**src/common/cfd_params.svh**
```systemverilog
// Purpose: Constants for the colour flow range dispatch and packing block
// Assumes: 40 MHz clock
// Notes: Offsets, fields and counts as macros
`ifndef CFD_PARAMS_SVH
`define CFD_PARAMS_SVH
`define CFD_ENGINES 16
`define CFD_EST 4
`define CFD_ENG_PER_EST 4
`define CFD_RANGE_MIN 10'h040
`define CFD_RANGE_MAX 10'h200
`define CFD_RANGE_RST 10'h040
`define CFD_OVERLAP 2
`define CFD_INT_MSB 15
`define CFD_INT_LSB 12
`define CFD_VEL_MSB 11
`define CFD_VEL_LSB 4
`define CFD_BW_MSB 3
`define CFD_BW_LSB 0
`define CFD_CW_MODE_BIT 15
`define CFD_CW_BOARD_MSB 14
`define CFD_CW_BOARD_LSB 11
`define CFD_CW_RANGE_MSB 9
`define CFD_CW_RANGE_LSB 0
`define CFD_HEAD_WORD 16'hf00d
`define CFD_TAIL_WORD 16'he0de
`define CFD_DUMMY_WORD 16'h0000
`define CFD_SEL_ALL 5'h10
`define CFD_SEL_EVEN 5'h11
`define CFD_SEL_ODD 5'h12
`define CFD_SEL_EST 5'h13
`define CFD_TIMEOUT_NS 100000
`define CFD_CLK_MHZ 40
`define CFD_TIMEOUT_CYC ((`CFD_TIMEOUT_NS * `CFD_CLK_MHZ) / 1000)
`endif

```
**src/common/cfd_pkg.sv**
```systemverilog
// Purpose: Types for the colour flow range dispatch and packing block
// Assumes: Used with cfd_params.svh
// Notes: Nothing imported by users
package cfd_pkg;
  typedef enum logic [1:0] {
    CFD_ALG_CONV = 2'b00,
    CFD_ALG_ADV = 2'b01
  } cfd_alg_t;
  typedef enum logic [2:0] {
    CFD_ASM_IDLE = 3'b000,
    CFD_ASM_HEAD = 3'b001,
    CFD_ASM_BODY = 3'b011,
    CFD_ASM_TAIL = 3'b010,
    CFD_ASM_FILL = 3'b110
  } cfd_asm_state_t;
endpackage

```
**src/rtl/cfd_dispatch_top.sv**
```systemverilog
// Purpose: Range dispatch, estimator packing and beam assembly
// Assumes: Inputs synchronous to clk_i; estimator FIFOs pop on ready
// Notes: Host control bus carries control words only
// Summary of operation
// Route each range to its engine FIFO
// Write strobes only when board addressed
// Ranges per beam from 64 to 512
// Advanced mode overlaps two ranges with neighbours
// Control words set algorithm and range count
// Four engines feed each of four estimators
// Pack 4, 8, 4 bit fields into 16
// Intensity top, velocity middle, bandwidth low
// Loads target one, all or groups
// Assemble beam with head and tail words
// Check expected result word count per beam
// Push assembled beam into output FIFO
// On error keep writing framed dummy data
// Interrupt on each new host control word
// Serial ports use three lines each way
// Host bus carries control only
// Forward lookup tables over serial links
// Upstream sends data range by range
`timescale 1ns/100ps
`include "cfd_params.svh"
module cfd_dispatch_top #(
  parameter int unsigned N_ENG = `CFD_ENGINES,
  parameter int unsigned N_EST = `CFD_EST,
  parameter logic [3:0] BOARD_ID = 4'h1,
  parameter int unsigned TIMEOUT_CYC = `CFD_TIMEOUT_CYC
) (
  input wire logic clk_i,
  input wire logic reset_n_i,
  // Stream bus input, one range per strobe
  input wire logic in_valid_i,
  input wire logic [3:0] in_board_i,
  input wire logic [15:0] in_data_i,
  output logic [N_ENG-1:0] eng_wr_o,
  output logic [15:0] eng_data_o,
  // Control word write from the master
  input wire logic cw_wr_i,
  input wire logic [15:0] cw_data_i,
  output logic [1:0] alg_o,
  output logic [9:0] range_cnt_o,
  // Estimator parameter strobes
  input wire logic [N_EST-1:0] est_valid_i,
  input wire logic [N_EST-1:0][3:0] est_int_i,
  input wire logic [N_EST-1:0][7:0] est_vel_i,
  input wire logic [N_EST-1:0][3:0] est_bw_i,
  // Beam start and error
  input wire logic beam_start_i,
  input wire logic error_i,
  output logic beam_err_o,
  // Output stream FIFO write
  input wire logic out_ready_i,
  output logic out_wr_o,
  output logic [15:0] out_data_o,
  // Host control FIFO
  input wire logic host_cw_push_i,
  output logic host_irq_o,
  // Serial load and table forward
  input wire logic [4:0] load_sel_i,
  input wire logic [2:0] load_ser_i,
  output logic [N_ENG+N_EST-1:0][2:0] eng_ser_o
);
  initial begin
    if (N_ENG != `CFD_ENGINES || N_EST * `CFD_ENG_PER_EST != N_ENG) begin
      $error("Engine and estimator counts must be 16 and 4");
    end
    if (TIMEOUT_CYC < 2) begin
      $error("Timeout too short");
    end
  end

  typedef struct packed {
    cfd_pkg::cfd_alg_t alg;
    logic [9:0] range_cnt;
    logic [9:0] rng_idx;
    logic [N_ENG-1:0] wr;
    logic [15:0] wdata;
    cfd_pkg::cfd_asm_state_t st;
    logic [9:0] words;
    logic [31:0] tmo;
    logic err;
    logic irq;
  } cfd_top_st_t;
  cfd_top_st_t s_q, s_d;

  logic [N_EST-1:0] pk_valid;
  logic [N_EST-1:0][15:0] pk_word;
  logic [N_EST-1:0] pop;

  for (genvar g = 0; g < N_EST; g++) begin : g_est
    // Each estimator serves four engines
    cfd_vel_pack u_pack (
      .clk_i(clk_i),
      .reset_n_i(reset_n_i),
      .valid_i(est_valid_i[g]),
      .intensity_i(est_int_i[g]),
      .velocity_i(est_vel_i[g]),
      .bandwidth_i(est_bw_i[g]),
      .valid_o(pk_valid[g]),
      .word_o(pk_word[g])
    );
  end

  cfd_load_demux #(.N_ENG(N_ENG), .N_EST(N_EST)) u_demux (
    .clk_i(clk_i),
    .reset_n_i(reset_n_i),
    .sel_i(load_sel_i),
    .ser_i(load_ser_i),
    .ser_o(eng_ser_o)
  );

  function automatic logic [9:0] clamp_range(input logic [9:0] r);
    logic [9:0] v;
    v = r;
    if (r < `CFD_RANGE_MIN) v = `CFD_RANGE_MIN;
    if (r > `CFD_RANGE_MAX) v = `CFD_RANGE_MAX;
    return v;
  endfunction

  logic [9:0] rpe;
  logic [4:0] own;
  logic [9:0] pos;
  logic [9:0] beam_words;
  assign rpe = s_q.range_cnt >> 4;
  assign beam_words = s_q.range_cnt;

  always_comb begin
    s_d = s_q;
    s_d.wr = '0;
    // Host side carries only the push event, no sample data
    s_d.irq = host_cw_push_i;
    // Clear first so that any error set below in this cycle wins
    if (cw_wr_i && !error_i) s_d.err = 1'b0;
    own = 5'h00;
    pos = 10'h000;
    if (cw_wr_i) begin
      s_d.alg = cw_data_i[`CFD_CW_MODE_BIT] ? cfd_pkg::CFD_ALG_ADV : cfd_pkg::CFD_ALG_CONV;
      s_d.range_cnt = clamp_range(cw_data_i[`CFD_CW_RANGE_MSB:`CFD_CW_RANGE_LSB]);
    end
    if (beam_start_i) begin
      s_d.rng_idx = '0;
    end else if (in_valid_i && in_board_i == BOARD_ID) begin
      own = 5'((s_q.rng_idx / rpe) & 10'h00f);
      pos = s_q.rng_idx % rpe;
      s_d.wdata = in_data_i;
      s_d.wr[own[3:0]] = 1'b1;
      if (s_q.alg == cfd_pkg::CFD_ALG_ADV) begin
        // Boundary ranges shared with neighbours
        if (pos < `CFD_OVERLAP && own != 5'h00) begin
          s_d.wr[own[3:0] - 4'h1] = 1'b1;
        end
        if (pos >= rpe - `CFD_OVERLAP && own != 5'h0f) begin
          s_d.wr[own[3:0] + 4'h1] = 1'b1;
        end
      end
      if (s_q.rng_idx != s_q.range_cnt - 10'h001) begin
        s_d.rng_idx = s_q.rng_idx + 10'h001;
      end
    end
    pop = '0;
    unique case (s_q.st)
      cfd_pkg::CFD_ASM_IDLE: begin
        if (beam_start_i) begin
          s_d.words = '0;
          s_d.tmo = '0;
          s_d.st = cfd_pkg::CFD_ASM_HEAD;
        end
      end
      cfd_pkg::CFD_ASM_HEAD: begin
        if (out_ready_i) begin
          s_d.st = s_q.err ? cfd_pkg::CFD_ASM_FILL : cfd_pkg::CFD_ASM_BODY;
        end
      end
      cfd_pkg::CFD_ASM_BODY: begin
        s_d.tmo = s_q.tmo + 32'h1;
        // No pop once the beam is complete, so no extra word slips out
        if (out_ready_i && s_q.words < beam_words) begin
          for (int unsigned e = 0; e < N_EST; e++) begin
            if (pk_valid[e] && pop == '0) pop[e] = 1'b1;
          end
        end
        if (pop != '0) begin
          s_d.words = s_q.words + 10'h001;
          s_d.tmo = '0;
        end
        if (s_q.words >= beam_words) begin
          s_d.st = cfd_pkg::CFD_ASM_TAIL;
        end else if (error_i || s_q.tmo >= TIMEOUT_CYC) begin
          s_d.err = 1'b1;
          s_d.st = cfd_pkg::CFD_ASM_FILL;
        end
      end
      cfd_pkg::CFD_ASM_FILL: begin
        if (out_ready_i) begin
          s_d.words = s_q.words + 10'h001;
          if (s_q.words >= beam_words - 10'h001) s_d.st = cfd_pkg::CFD_ASM_TAIL;
        end
      end
      cfd_pkg::CFD_ASM_TAIL: begin
        if (out_ready_i) begin
          s_d.st = cfd_pkg::CFD_ASM_IDLE;
        end
      end
      default: s_d.st = cfd_pkg::CFD_ASM_IDLE;
    endcase
    if (error_i) s_d.err = 1'b1;
  end

  always_ff @(posedge clk_i or negedge reset_n_i) begin
    if (!reset_n_i) begin
      s_q <= '{alg: cfd_pkg::CFD_ALG_CONV, range_cnt: `CFD_RANGE_RST,
               st: cfd_pkg::CFD_ASM_IDLE, default: '0};
    end else begin
      s_q <= s_d;
    end
  end

  logic [15:0] pop_word;
  always_comb begin
    pop_word = `CFD_DUMMY_WORD;
    for (int unsigned e = 0; e < N_EST; e++) begin
      if (pop[e]) pop_word = pk_word[e];
    end
  end

  // Output FIFO write, handshake combinational
  always_comb begin
    out_wr_o = 1'b0;
    out_data_o = `CFD_DUMMY_WORD;
    unique case (s_q.st)
      cfd_pkg::CFD_ASM_HEAD: begin
        out_wr_o = out_ready_i;
        out_data_o = `CFD_HEAD_WORD;
      end
      cfd_pkg::CFD_ASM_BODY: begin
        out_wr_o = (pop != '0);
        out_data_o = pop_word;
      end
      cfd_pkg::CFD_ASM_FILL: begin
        out_wr_o = out_ready_i;
        out_data_o = `CFD_DUMMY_WORD;
      end
      cfd_pkg::CFD_ASM_TAIL: begin
        out_wr_o = out_ready_i;
        out_data_o = `CFD_TAIL_WORD;
      end
      default: begin
        out_wr_o = 1'b0;
      end
    endcase
  end

  assign eng_wr_o = s_q.wr;
  assign eng_data_o = s_q.wdata;
  assign alg_o = s_q.alg;
  assign range_cnt_o = s_q.range_cnt;
  assign beam_err_o = s_q.err;
  assign host_irq_o = s_q.irq;

  property p_no_foreign;
    @(posedge clk_i) disable iff (!reset_n_i)
      (in_valid_i && in_board_i != BOARD_ID && !beam_start_i) |=> (eng_wr_o == '0);
  endproperty
  a_no_foreign: assert property (p_no_foreign) else $error("Write for other board");
  property p_range_legal;
    @(posedge clk_i) disable iff (!reset_n_i)
      (range_cnt_o >= `CFD_RANGE_MIN) && (range_cnt_o <= `CFD_RANGE_MAX);
  endproperty
  a_range_legal: assert property (p_range_legal) else $error("Range count out of bounds");
  property p_cw_adopt;
    @(posedge clk_i) disable iff (!reset_n_i)
      cw_wr_i |=> (alg_o[0] == $past(cw_data_i[15]));
  endproperty
  a_cw_adopt: assert property (p_cw_adopt) else $error("Mode not adopted");
  property p_irq;
    @(posedge clk_i) disable iff (!reset_n_i)
      host_cw_push_i |=> host_irq_o;
  endproperty
  a_irq: assert property (p_irq) else $error("Missing host interrupt");
  property p_head_first;
    @(posedge clk_i) disable iff (!reset_n_i)
      (s_q.st == cfd_pkg::CFD_ASM_IDLE && beam_start_i) ##1 out_ready_i
        |-> out_wr_o && out_data_o == `CFD_HEAD_WORD;
  endproperty
  a_head_first: assert property (p_head_first) else $error("Head word missing");
  property p_one_wr;
    @(posedge clk_i) disable iff (!reset_n_i)
      (s_q.alg == cfd_pkg::CFD_ALG_CONV) |-> $onehot0(eng_wr_o);
  endproperty
  a_one_wr: assert property (p_one_wr) else $error("Conventional mode multi write");
  property p_fill_on_err;
    @(posedge clk_i) disable iff (!reset_n_i)
      (s_q.st == cfd_pkg::CFD_ASM_FILL && out_ready_i)
        |-> out_wr_o && out_data_o == `CFD_DUMMY_WORD;
  endproperty
  a_fill_on_err: assert property (p_fill_on_err) else $error("Dummy data not written");
  property p_tail;
    @(posedge clk_i) disable iff (!reset_n_i)
      (s_q.st == cfd_pkg::CFD_ASM_BODY && s_q.words == beam_words)
        |=> (s_q.st == cfd_pkg::CFD_ASM_TAIL);
  endproperty
  a_tail: assert property (p_tail) else $error("Beam count not checked");
endmodule

```
**src/rtl/cfd_vel_pack.sv**
```systemverilog
// Purpose: Packs three estimator parameters into one word
// Assumes: Fields arrive together with a strobe
// Notes: One per group of four engines
`timescale 1ns/100ps
`include "cfd_params.svh"
module cfd_vel_pack (
  input wire logic clk_i,
  input wire logic reset_n_i,
  input wire logic valid_i,
  input wire logic [3:0] intensity_i,
  input wire logic [7:0] velocity_i,
  input wire logic [3:0] bandwidth_i,
  output logic valid_o,
  output logic [15:0] word_o
);
  typedef struct packed {
    logic valid;
    logic [15:0] word;
  } cfd_pack_st_t;
  cfd_pack_st_t s_q, s_d;
  always_comb begin
    s_d = s_q;
    s_d.valid = valid_i;
    if (valid_i) begin
      s_d.word[`CFD_INT_MSB:`CFD_INT_LSB] = intensity_i;
      s_d.word[`CFD_VEL_MSB:`CFD_VEL_LSB] = velocity_i;
      s_d.word[`CFD_BW_MSB:`CFD_BW_LSB] = bandwidth_i;
    end
  end
  always_ff @(posedge clk_i or negedge reset_n_i) begin
    if (!reset_n_i) begin
      s_q <= '0;
    end else begin
      s_q <= s_d;
    end
  end
  assign valid_o = s_q.valid;
  assign word_o = s_q.word;
  property p_pack_fields;
    @(posedge clk_i) disable iff (!reset_n_i)
      valid_i |=> (word_o == {$past(intensity_i), $past(velocity_i), $past(bandwidth_i)});
  endproperty
  a_pack_fields: assert property (p_pack_fields) else $error("Packed word wrong");
endmodule

```
**src/rtl/cfd_load_demux.sv**
```systemverilog
// Purpose: Routes a serial load to one, all or a group of modules
// Assumes: Selector stable during a load
// Notes: Three lines each way per engine port
`timescale 1ns/100ps
`include "cfd_params.svh"
module cfd_load_demux #(
  parameter int unsigned N_ENG = 16,
  parameter int unsigned N_EST = 4
) (
  input wire logic clk_i,
  input wire logic reset_n_i,
  input wire logic [4:0] sel_i,
  input wire logic [2:0] ser_i,
  output logic [N_ENG+N_EST-1:0][2:0] ser_o
);
  initial begin
    if (N_ENG != `CFD_ENGINES || N_EST > `CFD_EST) begin
      $error("Select codes assume 16 engines and at most 4 estimators");
    end
  end
  typedef struct packed {
    logic [N_ENG+N_EST-1:0][2:0] ser;
  } cfd_dmx_st_t;
  cfd_dmx_st_t s_q, s_d;
  function automatic logic hit(input logic [4:0] sel, input int unsigned idx);
    logic r;
    r = 1'b0;
    if (sel == `CFD_SEL_ALL) r = 1'b1;
    else if (sel == `CFD_SEL_EVEN) r = (idx < N_ENG) && (idx % 2 == 0);
    else if (sel == `CFD_SEL_ODD) r = (idx < N_ENG) && (idx % 2 == 1);
    else if (sel == `CFD_SEL_EST) r = (idx >= N_ENG);
    else r = (32'(sel) == idx);
    return r;
  endfunction
  always_comb begin
    s_d = s_q;
    for (int unsigned i = 0; i < N_ENG + N_EST; i++) begin
      s_d.ser[i] = hit(sel_i, i) ? ser_i : 3'h0;
    end
  end
  always_ff @(posedge clk_i or negedge reset_n_i) begin
    if (!reset_n_i) begin
      s_q <= '0;
    end else begin
      s_q <= s_d;
    end
  end
  assign ser_o = s_q.ser;
  property p_all_hit;
    @(posedge clk_i) disable iff (!reset_n_i)
      (sel_i == `CFD_SEL_ALL) |=> (ser_o[0] == $past(ser_i)) && (ser_o[N_ENG] == $past(ser_i));
  endproperty
  a_all_hit: assert property (p_all_hit) else $error("Broadcast load missed");
  property p_single;
    @(posedge clk_i) disable iff (!reset_n_i)
      (sel_i == 5'h03) |=> (ser_o[2] == 3'h0) && (ser_o[3] == $past(ser_i));
  endproperty
  a_single: assert property (p_single) else $error("Single load misrouted");
endmodule

```
**config.mk**
```make
export PLATFORM = sky130hd
export DESIGN_NAME = cfd_dispatch_top
export DESIGN_NICKNAME = d
export VERILOG_FILES = /design/src/common/cfd_pkg.sv /design/src/rtl/cfd_dispatch_top.sv /design/src/rtl/cfd_vel_pack.sv /design/src/rtl/cfd_load_demux.sv
export VERILOG_INCLUDE_DIRS = /design/src /design/src/common
export SDC_FILE = /design/constraint.sdc
export NUM_CORES = 1
export LEC_CHECK = 0
export BUFFER_PORTS_ARGS = -buffer_cell sky130_fd_sc_hd__buf_2
export CAP_MARGIN = 20
export CORE_MARGIN = 2
export CORE_UTILIZATION = 55
export CTS_CLUSTER_DIAMETER = 40
export DETAILED_ROUTE_END_ITERATION = 7
export GPL_TIMING_DRIVEN = 0
export PLACE_DENSITY = 0.81
export SYNTH_ARGS = -nofsm -noshare
export SYNTH_HDL_FRONTEND = slang
export SYNTH_HIERARCHICAL = 1
export SYNTH_SLANG_ARGS = --single-unit
export TNS_END_PERCENT = 1
```
**constraint.sdc**
```tcl
create_clock -name clk_i -period 30 [get_ports clk_i]
set_clock_uncertainty 0.15 [all_clocks]
set_input_delay 4.5 -clock clk_i [delete_from_list [all_inputs] [get_ports clk_i]]
set_output_delay 4.5 -clock clk_i [all_outputs]
set_load 0.02 [all_outputs]
```
Word-level counts from Yosys, hierarchy flattened

Index checks and enable logic that the tools add are counted.

Output and inout bits: 123
Logic and storage cells: 266
Register bits after elaboration: 220
Input bits: 120

Bitwise logic cells: 4
Eq/ne operators: 34
Div/mod/pow operators: 2
Reduce and logical (&&, ||, !) cells: 30
Add/subtract/negate cells: 7
Mux-type cells: 140
Magnitude comparators: 14

Operators by type and width:

| kind                                                  | number |
|---|---|
| two-way mux 16 bit                                    | 10 |
| two-way mux 1 bit                                     | 87 |
| two-way mux 42 bit                                    | 2 |
| two-way mux 3 bit                                     | 23 |
| case mux 32 bit (2 select lines)                      | 1 |
| case mux 16 bit (3 select lines)                      | 1 |
| two-way mux 45 bit                                    | 1 |
| == test 5 x 4 -> 1 bit, second input constant         | 8 |
| two-way mux 10 bit                                    | 4 |
| adder 32 x 1 -> 32 bit, second input constant         | 1 |
| >= comparator 10 x 32 -> 1 bit                        | 1 |
| >= comparator 32 x 12 -> 1 bit, second input constant | 1 |
| two-way mux 32 bit                                    | 1 |
| OR 16 bit                                             | 2 |
| case mux 10 bit (3 select lines)                      | 1 |
| adder 10 x 1 -> 10 bit, second input constant         | 2 |
| == test 5 x 3 -> 1 bit, second input constant         | 4 |
| == test 5 bit, second input constant                  | 4 |
| >= comparator 10 bit                                  | 2 |
| < comparator 4 x 5 -> 1 bit, second input constant    | 3 |
| case mux 3 bit (5 select lines)                       | 1 |
| two-way mux 13 bit                                    | 1 |
| demux 1 bit (select 4 bit)                            | 3 |
| >= comparator 4 x 1 -> 1 bit, second input constant   | 3 |
| 38 further kinds                                      | 64 |

Depth between registers and ports, before layout

Gate-level depths: netlist (run 1).

Depth in word-level cells: 25
Mapped depth: 89
Depth with buffers taken out: 85

Cells and area by module

Netlist (run 1), hierarchy kept.

By module, submodules not included:

| module           | area each (um2) | cells each | times used |
|---|---|---|---|
| cfd_dispatch_top | 9442.8          | 1173       | 1 |
| cfd_vel_pack     | 674.4           | 35         | 4 |
| cfd_load_demux   | 2144.6          | 175        | 1 |

Least setup slack after synthesis (run 1)

Ideal clock, no wire load.

Path kind: register to register
Start point: reg s_q, in the netlist range_cnt_o[5]
End point: reg s_q, in the netlist eng_wr_o[12]
Library setup time: 0.120 ns
Data arrival time: 17.945 ns
Required time: 29.730 ns
Stages on the path, launching flop included: 85
Slack: 11.785 ns
Period minus slack after synthesis: 18.215 ns
Path through: dfrtp_1 inv_1 ha_1 and2_1 nand4_1 a32o_2 ha_1 a21oi_1 nor2b_1 o21ai_1 inv_1 ha_1 o21a_1 o21a_1 o21ai_0 o211a_4 or2_2 ha_1 [49 not listed] a21o_1 a21o_1 a2111oi_2 clkbuf_1 mux2i_1 ha_1 a21o_1 a21o_1 a21o_1 a21o_1 a21o_1 a21o_1 a21o_1 a211o_1 o2111ai_1 or4_1 o21ai_0 a31o_1

RTL lines:

| what                   | RTL line                | RTL |
|---|---|---|
| start, declared        | cfd_dispatch_top.sv:86  | `cfd_top_st_t s_q, s_d;` |
| start signal, assigned | cfd_dispatch_top.sv:213 | `` s_q <= '{alg: cfd_pkg::CFD_ALG_CONV, range_cnt: `CFD_RANGE_RST, `` |

==> results.yml, run 1 <==
critical_path:
  slowest_delay_ns: 0.76
  cp-end-kind: "register"
  worstPathMaxFanout: 13
  path_class: "register to register"
  reg2regPathDepth: 85
  cp_slowest_cell: "o31ai_1"
  path_delay_family: "compound AO/OA/AOI/OAI gates"
  worst_r2r_endpoint: "eng_wr_o[2]"
  cp-start-kind: "register"
  critical_path_cell_count: 85
  path_buf_inv: 7
  worst-endpoint-arrival_ns: 22.16
  worst_r2r_startpoint: "range_cnt_o[5]"
  critical_path_required_ns: 30.26
  worst-r2r-setup-slack_ns: 8.09
job:
  max-cap-violations: 0
synthesis:
  post_synth_inst_count: 1488
  synth_top_area_share_pct: 38.2
  synth-edff-count: 0
  synth_top_area_cell: "dfrtp_1"
  synthTopCellsByArea: "dfrtp_1 (38%), ha_1 (7.4%), mux2_4 (4.2%)"
  synth_flop_cell: "dfrtp_1"
  share_of_the_yosys_chip_area_belonging_to_registers_pct: 38.4
  yosys_warnings: 6
  synth_cell_type_count: 95
  synth.cell_area_sq_mm: 0.0143
  ys_async_sr_fraction_pct: 100
  postSynthRegisterBits: 219
  syn-mean-instance-area_sq_um: 9.60
  synth_fp_nets: 1693
cts:
  cts-htree-levels: 1
  longest_clk_path_bufs: 3
  cts_inserted_buffers: 28
  clock_sinks: 219
  insertion_delay_ns: 0.53
  path_clk_slew_ns: 0.06
  post_cts_resize_count: 0
  cts-root-buf: "clkbuf_16"
  post_cts.repair.setup_buffers: 0
  hold_buffers: 0
  cts_tree: "built"
sta:
  unrepaired_setup_endpoints_after_global_routing: "no"
  setup_tns_ns: 0
  maxClockFrequency_mhz: 45.6
  min_period_over_period_pct: 73.0
  slew_headroom_pct: 40.1
  timing.final.hold_violations: 0
  timing.final.crit_period_ns: 21.91
  timing_max_transition_violations_final: 0
  setup_viol: 0
  tightest_slew_ns: 0.896
drt:
  detail-route-antenna-nets: 0
  total_wirelength_of_the_detailed_routed_design_um: 37300
  detailroute.via_count: 12454
  route.detailed.drc: 0
  routed_via_density: 5.91
  routedWlPerCell_um: 17.7
  drtPass1Iterations: 5
  dr.first_iter.drc_count: 975
placed_design:
  detailed_placer_s_ending_hpwl_um: 27200
  numPortBuffers: 236
  routabilityCongestion: 0.878
floorplan:
  height_of_the_die_um: 165
  core_area_sq_mm: 0.0253
  die_x_um: 165
  io_pins: 243
  placement_rows: 58
  initial_utilization_pct: 56.4
  die_footprint_sq_mm: 0.0273
grt:
  grt_start_max_net_pins: 127
  vias_in_the_first_global_route: 12539
  antenna_found_initial: 3
  global_route.usage.total_pct: 27.2
  global_route_wire_length_before_repair_um: 60200
  grt_overflow: 0
finish:
  final_layout_size_suffix_gt1_share_pct: 27.0
  areaGrowthSynthToFinish_pct: 18.3
  nets: 1960
run_status:
  run_status: "completed"
hold_path:
  holdPathEnd: "eng_data_o[13]"
  worst_hold_startpoint: "eng_data_o[13]"
  hold-path-cell-count: 2
  hp-class: "register to register"
-- kinds of logic (layout without fill, tap and decap cells) --
family	count (synthesis)	after routing	synth area share (%)
xor gates and xnor gates	63	63	3.86
muxes	77	77	7.15
and+or+nand+nor	493	493	17.9
adders and majority gates	85	85	7.50
AOI/OAI and AO/OA	381	381	18.2
DFF	219	219	38.4
buffers and inverters	169	456	6.94
other	1	4	0.0263
-- cell type report --
type	count	area, sq um
Inverter	43	161
Multi-Input combinational cell	1100	7810
Buffer	126	830
Antenna cell	3	7.51
Timing Repair Buffer	237	1220
Clock buffer	34	764
Fill cell	1987	8420
Sequential cell	219	5480
Tap cell	330	413
Clock inverter	16	216
-- flip-flops by register name (all words and copies together), names as in the netlist --
name and flops:
alg_o 1, beam_err_o 1, eng_data_o 16, eng_wr_o 16, g_est.u_pack/valid_o 4, g_est.u_pack/word_o 64, host_irq_o 1, range_cnt_o 10
s_q 55, u_demux/ser_o 51
-- routing by layer --
layer / global-route usage, % / wire length, um
met5: 0 / 0
met4: 8.89 / 944
met3: 5.49 / 2700
met2: 47.3 / 18400
met1: 34.0 / 15200
-- worst reg2reg max path: cells and delay by family, from the launching register on --
kind | cells | cell delay [ns]
buffers and inverters | 7 | 2.27
multiplexers | 1 | 0.27
AND/OR/NAND/NOR | 19 | 4.25
AO/OA/AOI/OAI | 47 | 11.01
flip-flops | 1 | 0.56
adder cells (fa/ha/maj) | 11 | 3.32
-- worst max-delay path by stage --
stage / start / to / slack, ns
2_1_floorplan: range_cnt_o[5] / eng_wr_o[12] / 11.79
3_3_place_gp: range_cnt_o[5] / eng_wr_o[2] / 8.98
3_5_place_dp: range_cnt_o[5] / eng_wr_o[2] / 8.48
4_1_cts: range_cnt_o[5] / eng_wr_o[2] / 8.38
5_1_grt: range_cnt_o[5] / eng_wr_o[9] / 6.25
6_report: range_cnt_o[5] / eng_wr_o[2] / 8.09
-- layout by cell type, fill, tap and decap left out, types with 8 or more instances in the layout --
cell and instances:
nor2_1 94, mux2_2 30, o22ai_1 12, ha_1 84
dfrtp_1 218, or2_2 11, nor2b_1 16, mux2_4 40
nor3_1 34, nand3b_1 9, clkbuf_1 46, a21o_1 33
xnor2_1 35, nor4_1 14, and3_1 21, o211ai_1 9
buf_6 9, buf_4 55, buf_2 249, and2_1 8
o21a_1 19, or3b_1 12, nand3_1 37, clkbuf_16 29
inv_1 43, o31ai_1 10, a21oi_1 83, o21ai_0 107
nand4_1 12, nand2b_1 19, xor2_1 28, a222oi_1 10
a22oi_1 10, a31oi_1 12, nand2_1 160
-- synth_stat cells, types with 6 or more instances --
cell         n
buf_4       55
nor4_1      14
and3_1      21
o22ai_1     12
inv_1       43
a21oi_1     83
nor3_1      34
clkbuf_1    43
or3b_1      12
a2111oi_2    7
nand2b_1    19
a222oi_1    10
a22oi_1     10
a21o_1      33
nor2_1      94
nand4_1     12
a31oi_1     12
a211oi_1     7
mux2_2      30
or3_1        6
dfrtp_1    218
o21a_1      19
o211ai_1     9
o21ai_0    107
nand2_1    160
mux2_4      40
nand3b_1     9
xnor2_1     35
mux2i_1      6
ha_1        84
and2_1       8
o31ai_1     10
buf_2       14
nand3_1     37
buf_6        9
xor2_1      28
nor2b_1     16
or2_2       11
-- metrics by stage --
stage / util, % / cells / instance area, sq um / setup WS [ns] / hold WS [ns]
6_report: 66.7 / 2108 / 16900 / 8.09 / 0.326
5_1_grt: 66.7 / 2105 / 16900 / 6.25 / 0.348
4_1_cts: 66.7 / 2105 / 16900 / 8.38 / 0.327
3_5_place_dp: 62.8 / 2055 / 15900 / 8.48 / 0.313
3_3_place_gp: 62.7 / 2054 / 15900 / 8.98 / 0.310
2_1_floorplan: - / 1488 / 14300 / 11.79 / 0.288
Power of run 1 is not shown: default switching activity piles up to over one toggle a cycle in this logic, so the estimate is an artifact.
==> inputs of run 2 (changes only) <==
Clock period 30 ns to 22.1 ns, I/O delays scaled along.
==> run 2 against run 1 <==
Effect of this change:
- first-iteration DRC count up 8.1%
- final area up 0.47%
- critical path depth unchanged
- routed wire length up 0.40%
- count of clock-buffer cells in the layout unchanged
- global-route usage unchanged
- fmax up 6.6%
- worst setup slack worse by 6.6 ns
- die area unchanged
==> results.yml, run 2 (same netlist as run 1, synthesis figures left out) <==
finish:
  largest_register_ffs: 64
  final_layout_size_suffix_gt1_share_pct: 27.6
  nets: 1963
  final_cell_mix: "buf_2 (249), dfrtp_1 (218), nand2_1 (160)"
  areaGrowthSynthToFinish_pct: 18.9
  final_common_cell: "buf_2"
  fill_cells: 1981
critical_path:
  slowest_delay_ns: 0.66
  worstPathMaxFanout: 13
  worst-r2r-setup-slack_ns: 1.54
  worst_r2r_endpoint: "eng_wr_o[2]"
  path_buf_inv: 8
  worst-endpoint-arrival_ns: 20.82
  path_delay_family: "compound AO/OA/AOI/OAI gates"
  critical_path_required_ns: 22.36
  cp_slowest_cell: "dfstp_2"
  cp-end-kind: "register"
  worst_r2r_startpoint: "range_cnt_o[6]"
  cp-start-kind: "register"
  critPathMostFrequentCell: "ha_1"
  path_class: "register to register"
  reg2regPathDepth: 85
drt:
  routedWlPerCell_um: 17.7
  dr.first_iter.drc_count: 1054
  route.detailed.drc: 0
  detailroute.via_count: 12522
  drtPass1Iterations: 7
  detail-route-antenna-nets: 0
  routed_via_density: 5.93
  total_wirelength_of_the_detailed_routed_design_um: 37400
sta:
  timing.final.crit_period_ns: 20.56
  setup_tns_ns: 0
  setup_viol: 0
  slew_headroom_pct: 42.9
  timing_max_transition_violations_final: 0
  tightest_slew_ns: 0.855
  timing.final.hold_violations: 0
  min_period_over_period_pct: 93.0
  maxClockFrequency_mhz: 48.6
  unrepaired_setup_endpoints_after_global_routing: "no"
  hold_ws_ns: 0.326
floorplan:
  initial_utilization_pct: 56.4
  die_x_um: 165
  placement_rows: 58
  io_pins: 243
  die_footprint_sq_mm: 0.0273
  core_area_sq_mm: 0.0253
  height_of_the_die_um: 165
grt:
  grt_start_max_net_pins: 127
  global_route_wire_length_before_repair_um: 60200
  vias_in_the_first_global_route: 12539
  grt_overflow: 0
  global_route.usage.total_pct: 27.2
  antenna_found_initial: 3
cts:
  clock_sinks: 219
  path_clk_slew_ns: 0.06
  cts_tree: "built"
  longest_clk_path_bufs: 3
  cts-root-buf: "clkbuf_16"
  cts-htree-levels: 1
  insertion_delay_ns: 0.53
  cts_inserted_buffers: 28
job:
  max-cap-violations: 0
placed_design:
  numPortBuffers: 236
  routabilityCongestion: 0.878
  detailed_placer_s_ending_hpwl_um: 27200
hold_path:
  worst_hold_startpoint: "eng_data_o[13]"
  hold-path-cell-count: 2
  hp-class: "register to register"
  holdPathEnd: "eng_data_o[13]"
run_status:
  run_status: "completed"
-- run 2: worst max path at each step --
| stage | slack [ns] | to | startpoint | cells past startpoint |
|---|---|---|---|---|
| 4_1_cts | 0.48 | eng_wr_o[2] | range_cnt_o[5] | 85 |
| 2_1_floorplan | 3.88 | eng_wr_o[12] | range_cnt_o[5] | 84 |
| 3_3_place_gp | 1.08 | eng_wr_o[2] | range_cnt_o[5] | 85 |
| 6_report | 1.54 | eng_wr_o[2] | range_cnt_o[6] | 85 |
| 3_5_place_dp | 0.58 | eng_wr_o[2] | range_cnt_o[5] | 85 |
| 5_1_grt | 0.04 | eng_wr_o[9] | range_cnt_o[6] | 86 |
-- run 2: routing by layer --
metal	up-vias	track usage [%]	part of all wire [%]
met3	78	5.49	7.3
li1	5892	-	-
met5	-	0	0
met1	6089	34.0	40
met2	463	47.3	50
met4	0	8.89	2.6
-- run 2: layout make-up --
cell class	count	area (sq um)	share of cell area, %
repair buffers	240	1240	7.31
inverters	43	169	0.994
flip-flops and latches	219	5480	32.3
clock buffers	34	764	4.50
well taps	330	413	2.43
diodes	3	7.51	0.0442
multi-input cells	1100	7860	46.3
clock inverters	16	216	1.27
plain buffers	126	832	4.90
-- run 2: stage by stage --
step,worst slack [ns],area (sq um),utilization [%],instances
after detailed placement,0.582,15900,62.8,2055
after CTS,0.475,16900,66.7,2105
after global placement,1.08,15900,62.7,2054
after floorplan,3.88,14300,-,1488
after global routing,0.0443,17000,67.0,2108
final,1.54,17000,67.1,2111
-- run 2: what timing repair did --
| action | 4_1_cts | 5_1_grt |
|---|---|---|
| setup endpoints to repair | 0 | 15 |
| resized for setup | 0 | 14 |
| hold buffers | 0 | 0 |
| buffers inserted | 0 | 3 |
-- run 2: worst reg2reg max path, delay by kind of cell (launching register included) --
kind                       cells  cell delay [ns]
AOI/OAI and AO/OA             48             9.96
muxes                          1             0.25
DFF                            1             0.66
adders and majority gates     11             3.43
and+or+nand+nor               17             3.69
buffers and inverters          8             2.30
Power of run 2 is left out for the same reason.
==> inputs of run 3 (changes only) <==
Settings changed: REMOVE_ABC_BUFFERS set to 1.
==> run 3 against run 2 <==
Effect of this change:
- routed wire length down 2.5%
- fmax up 0.77%
- non-clock buffer count down 119
- worst setup slack better by 0.16 ns
- worst hold slack worse by 0.011 ns
==> results.yml, run 3 (same netlist as run 1, synthesis figures left out) <==
finish:
  fill_cells: 1999
  areaGrowthSynthToFinish_pct: 13.8
  ff_latch_area_sq_mm: 0.00548
  largest_register_ffs: 64
  final_layout_size_suffix_gt1_share_pct: 25.3
  final_common_cell: "buf_2"
  nets: 1847
  fin_area_sq_mm: 0.0163
  final_cell_mix: "buf_2 (235), dfrtp_1 (218), nand2_1 (160)"
  multi_input_area_sq_mm: 0.00789
critical_path:
  worstPathMaxFanout: 14
  worst-endpoint-arrival_ns: 20.63
  critical_path_required_ns: 22.33
  slowest_delay_ns: 0.60
  cp_slowest_cell: "a2111oi_4"
  cp-end-kind: "register"
  critPathMostFrequentCell: "ha_1"
  cp-start-kind: "register"
  path_class: "register to register"
run_status:
  run_status: "completed"
sta:
  timing.final.hold_violations: 0
  timing.final.crit_period_ns: 20.40
  min_period_over_period_pct: 92.3
  maxClockFrequency_mhz: 49.0
  setup_tns_ns: 0
  slew_headroom_pct: 36.2
  setup_viol: 0
  timing_max_transition_violations_final: 0
  tightest_slew_ns: 0.954
  unrepaired_setup_endpoints_after_global_routing: "no"
grt:
  global_route.usage.total_pct: 26.8
  grt_start_max_net_pins: 127
  grt_overflow: 0
  global_route_wire_length_before_repair_um: 59800
  vias_in_the_first_global_route: 12262
  antenna_found_initial: 2
drt:
  dr.first_iter.drc_count: 871
  detailroute.via_count: 12078
  routedWlPerCell_um: 18.3
  route.detailed.drc: 0
  drtPass1Iterations: 6
  total_wirelength_of_the_detailed_routed_design_um: 36500
  routed_via_density: 6.06
  detail-route-antenna-nets: 0
cts:
  hold_buffers: 0
  cts-root-buf: "clkbuf_16"
  cts_inserted_buffers: 30
  path_clk_slew_ns: 0.06
  longest_clk_path_bufs: 3
  cts_tree: "built"
  insertion_delay_ns: 0.56
  cts-htree-levels: 1
  clock_sinks: 219
floorplan:
  initial_utilization_pct: 56.4
  die_footprint_sq_mm: 0.0273
  placement_rows: 58
  core_area_sq_mm: 0.0253
  die_x_um: 165
  height_of_the_die_um: 165
  io_pins: 243
job:
  max-cap-violations: 0
placed_design:
  detailed_placer_s_ending_hpwl_um: 25500
  postPlaceCellArea_sq_mm: 0.0152
  numPortBuffers: 236
  routabilityCongestion: 0.877
hold_path:
  hp-class: "register to register"
-- run 3: cell type report --
class / instances / area share [%]
Multi-Input combinational cell: 1101 / 48.5
Clock buffer: 36 / 5.00
Antenna cell: 2 / 0.0308
Clock inverter: 16 / 1.02
Sequential cell: 219 / 33.7
Timing Repair Buffer: 247 / 8.17
Inverter: 43 / 1.02
Tap cell: 330 / 2.54
-- run 3: timing repair --
action | CTS | global route
endpoints found under the setup margin | 0 | 15
resized for setup | 0 | 6
buffers inserted | 0 | 5
-- run 3: path summary, 6_finish.rpt --
check | cells past startpoint | from | slack, ns | endpoint
worst max-delay path | 80 | range_cnt_o[6] | 1.70 | eng_wr_o[3]
worst min-delay path | 2 | eng_data_o[9] | 0.32 | eng_data_o[9]
worst max register to register | 80 | range_cnt_o[6] | 1.70 | eng_wr_o[3]
worst min register to register | 2 | eng_data_o[9] | 0.32 | eng_data_o[9]
max in group asynchronous | 2 | reset_n_i | 18.07 | eng_wr_o[11]
min in group asynchronous | 1 | reset_n_i | 2.62 | g_est[1].u_pack/word_o[7]
-- run 3: routing by layer --
metal | part of all wire [%] | wire length (um) | vias up | global-route usage, %
li1 | - | - | 5661 | -
met1 | 39 | 14300 | 5843 | 33.0
met2 | 50 | 18200 | 478 | 46.2
met3 | 7.6 | 2780 | 96 | 5.12
met4 | 3.5 | 1260 | 0 | 10.9
met5 | 0 | 0 | - | 0
-- run 3: worst max-delay path: cells and delay by family (launching register included) --
family | cells | cell delay (ns)
AO/OA/AOI/OAI | 44 | 10.14
adder cells (fa/ha/maj) | 11 | 3.24
buffers and inverters | 2 | 0.52
flip-flops | 1 | 0.41
multiplexers | 1 | 0.27
AND/OR/NAND/NOR | 22 | 5.47
-- run 3: metrics by stage --
| step | utilization, % | hold WS [ns] | cells | setup WS (ns) |
|---|---|---|---|---|
| 2_1_floorplan | - | 0.288 | 1362 | 2.84 |
| 5_1_grt | 64.2 | 0.343 | 1994 | 0.0823 |
| 6_report | 64.2 | 0.315 | 1994 | 1.70 |
| 4_1_cts | 63.8 | 0.321 | 1985 | 0.702 |
| 3_5_place_dp | 60.0 | 0.307 | 1933 | 0.788 |
| 3_3_place_gp | 59.4 | 0.303 | 1928 | -0.205 |
Power of run 3 is left out for the same reason.
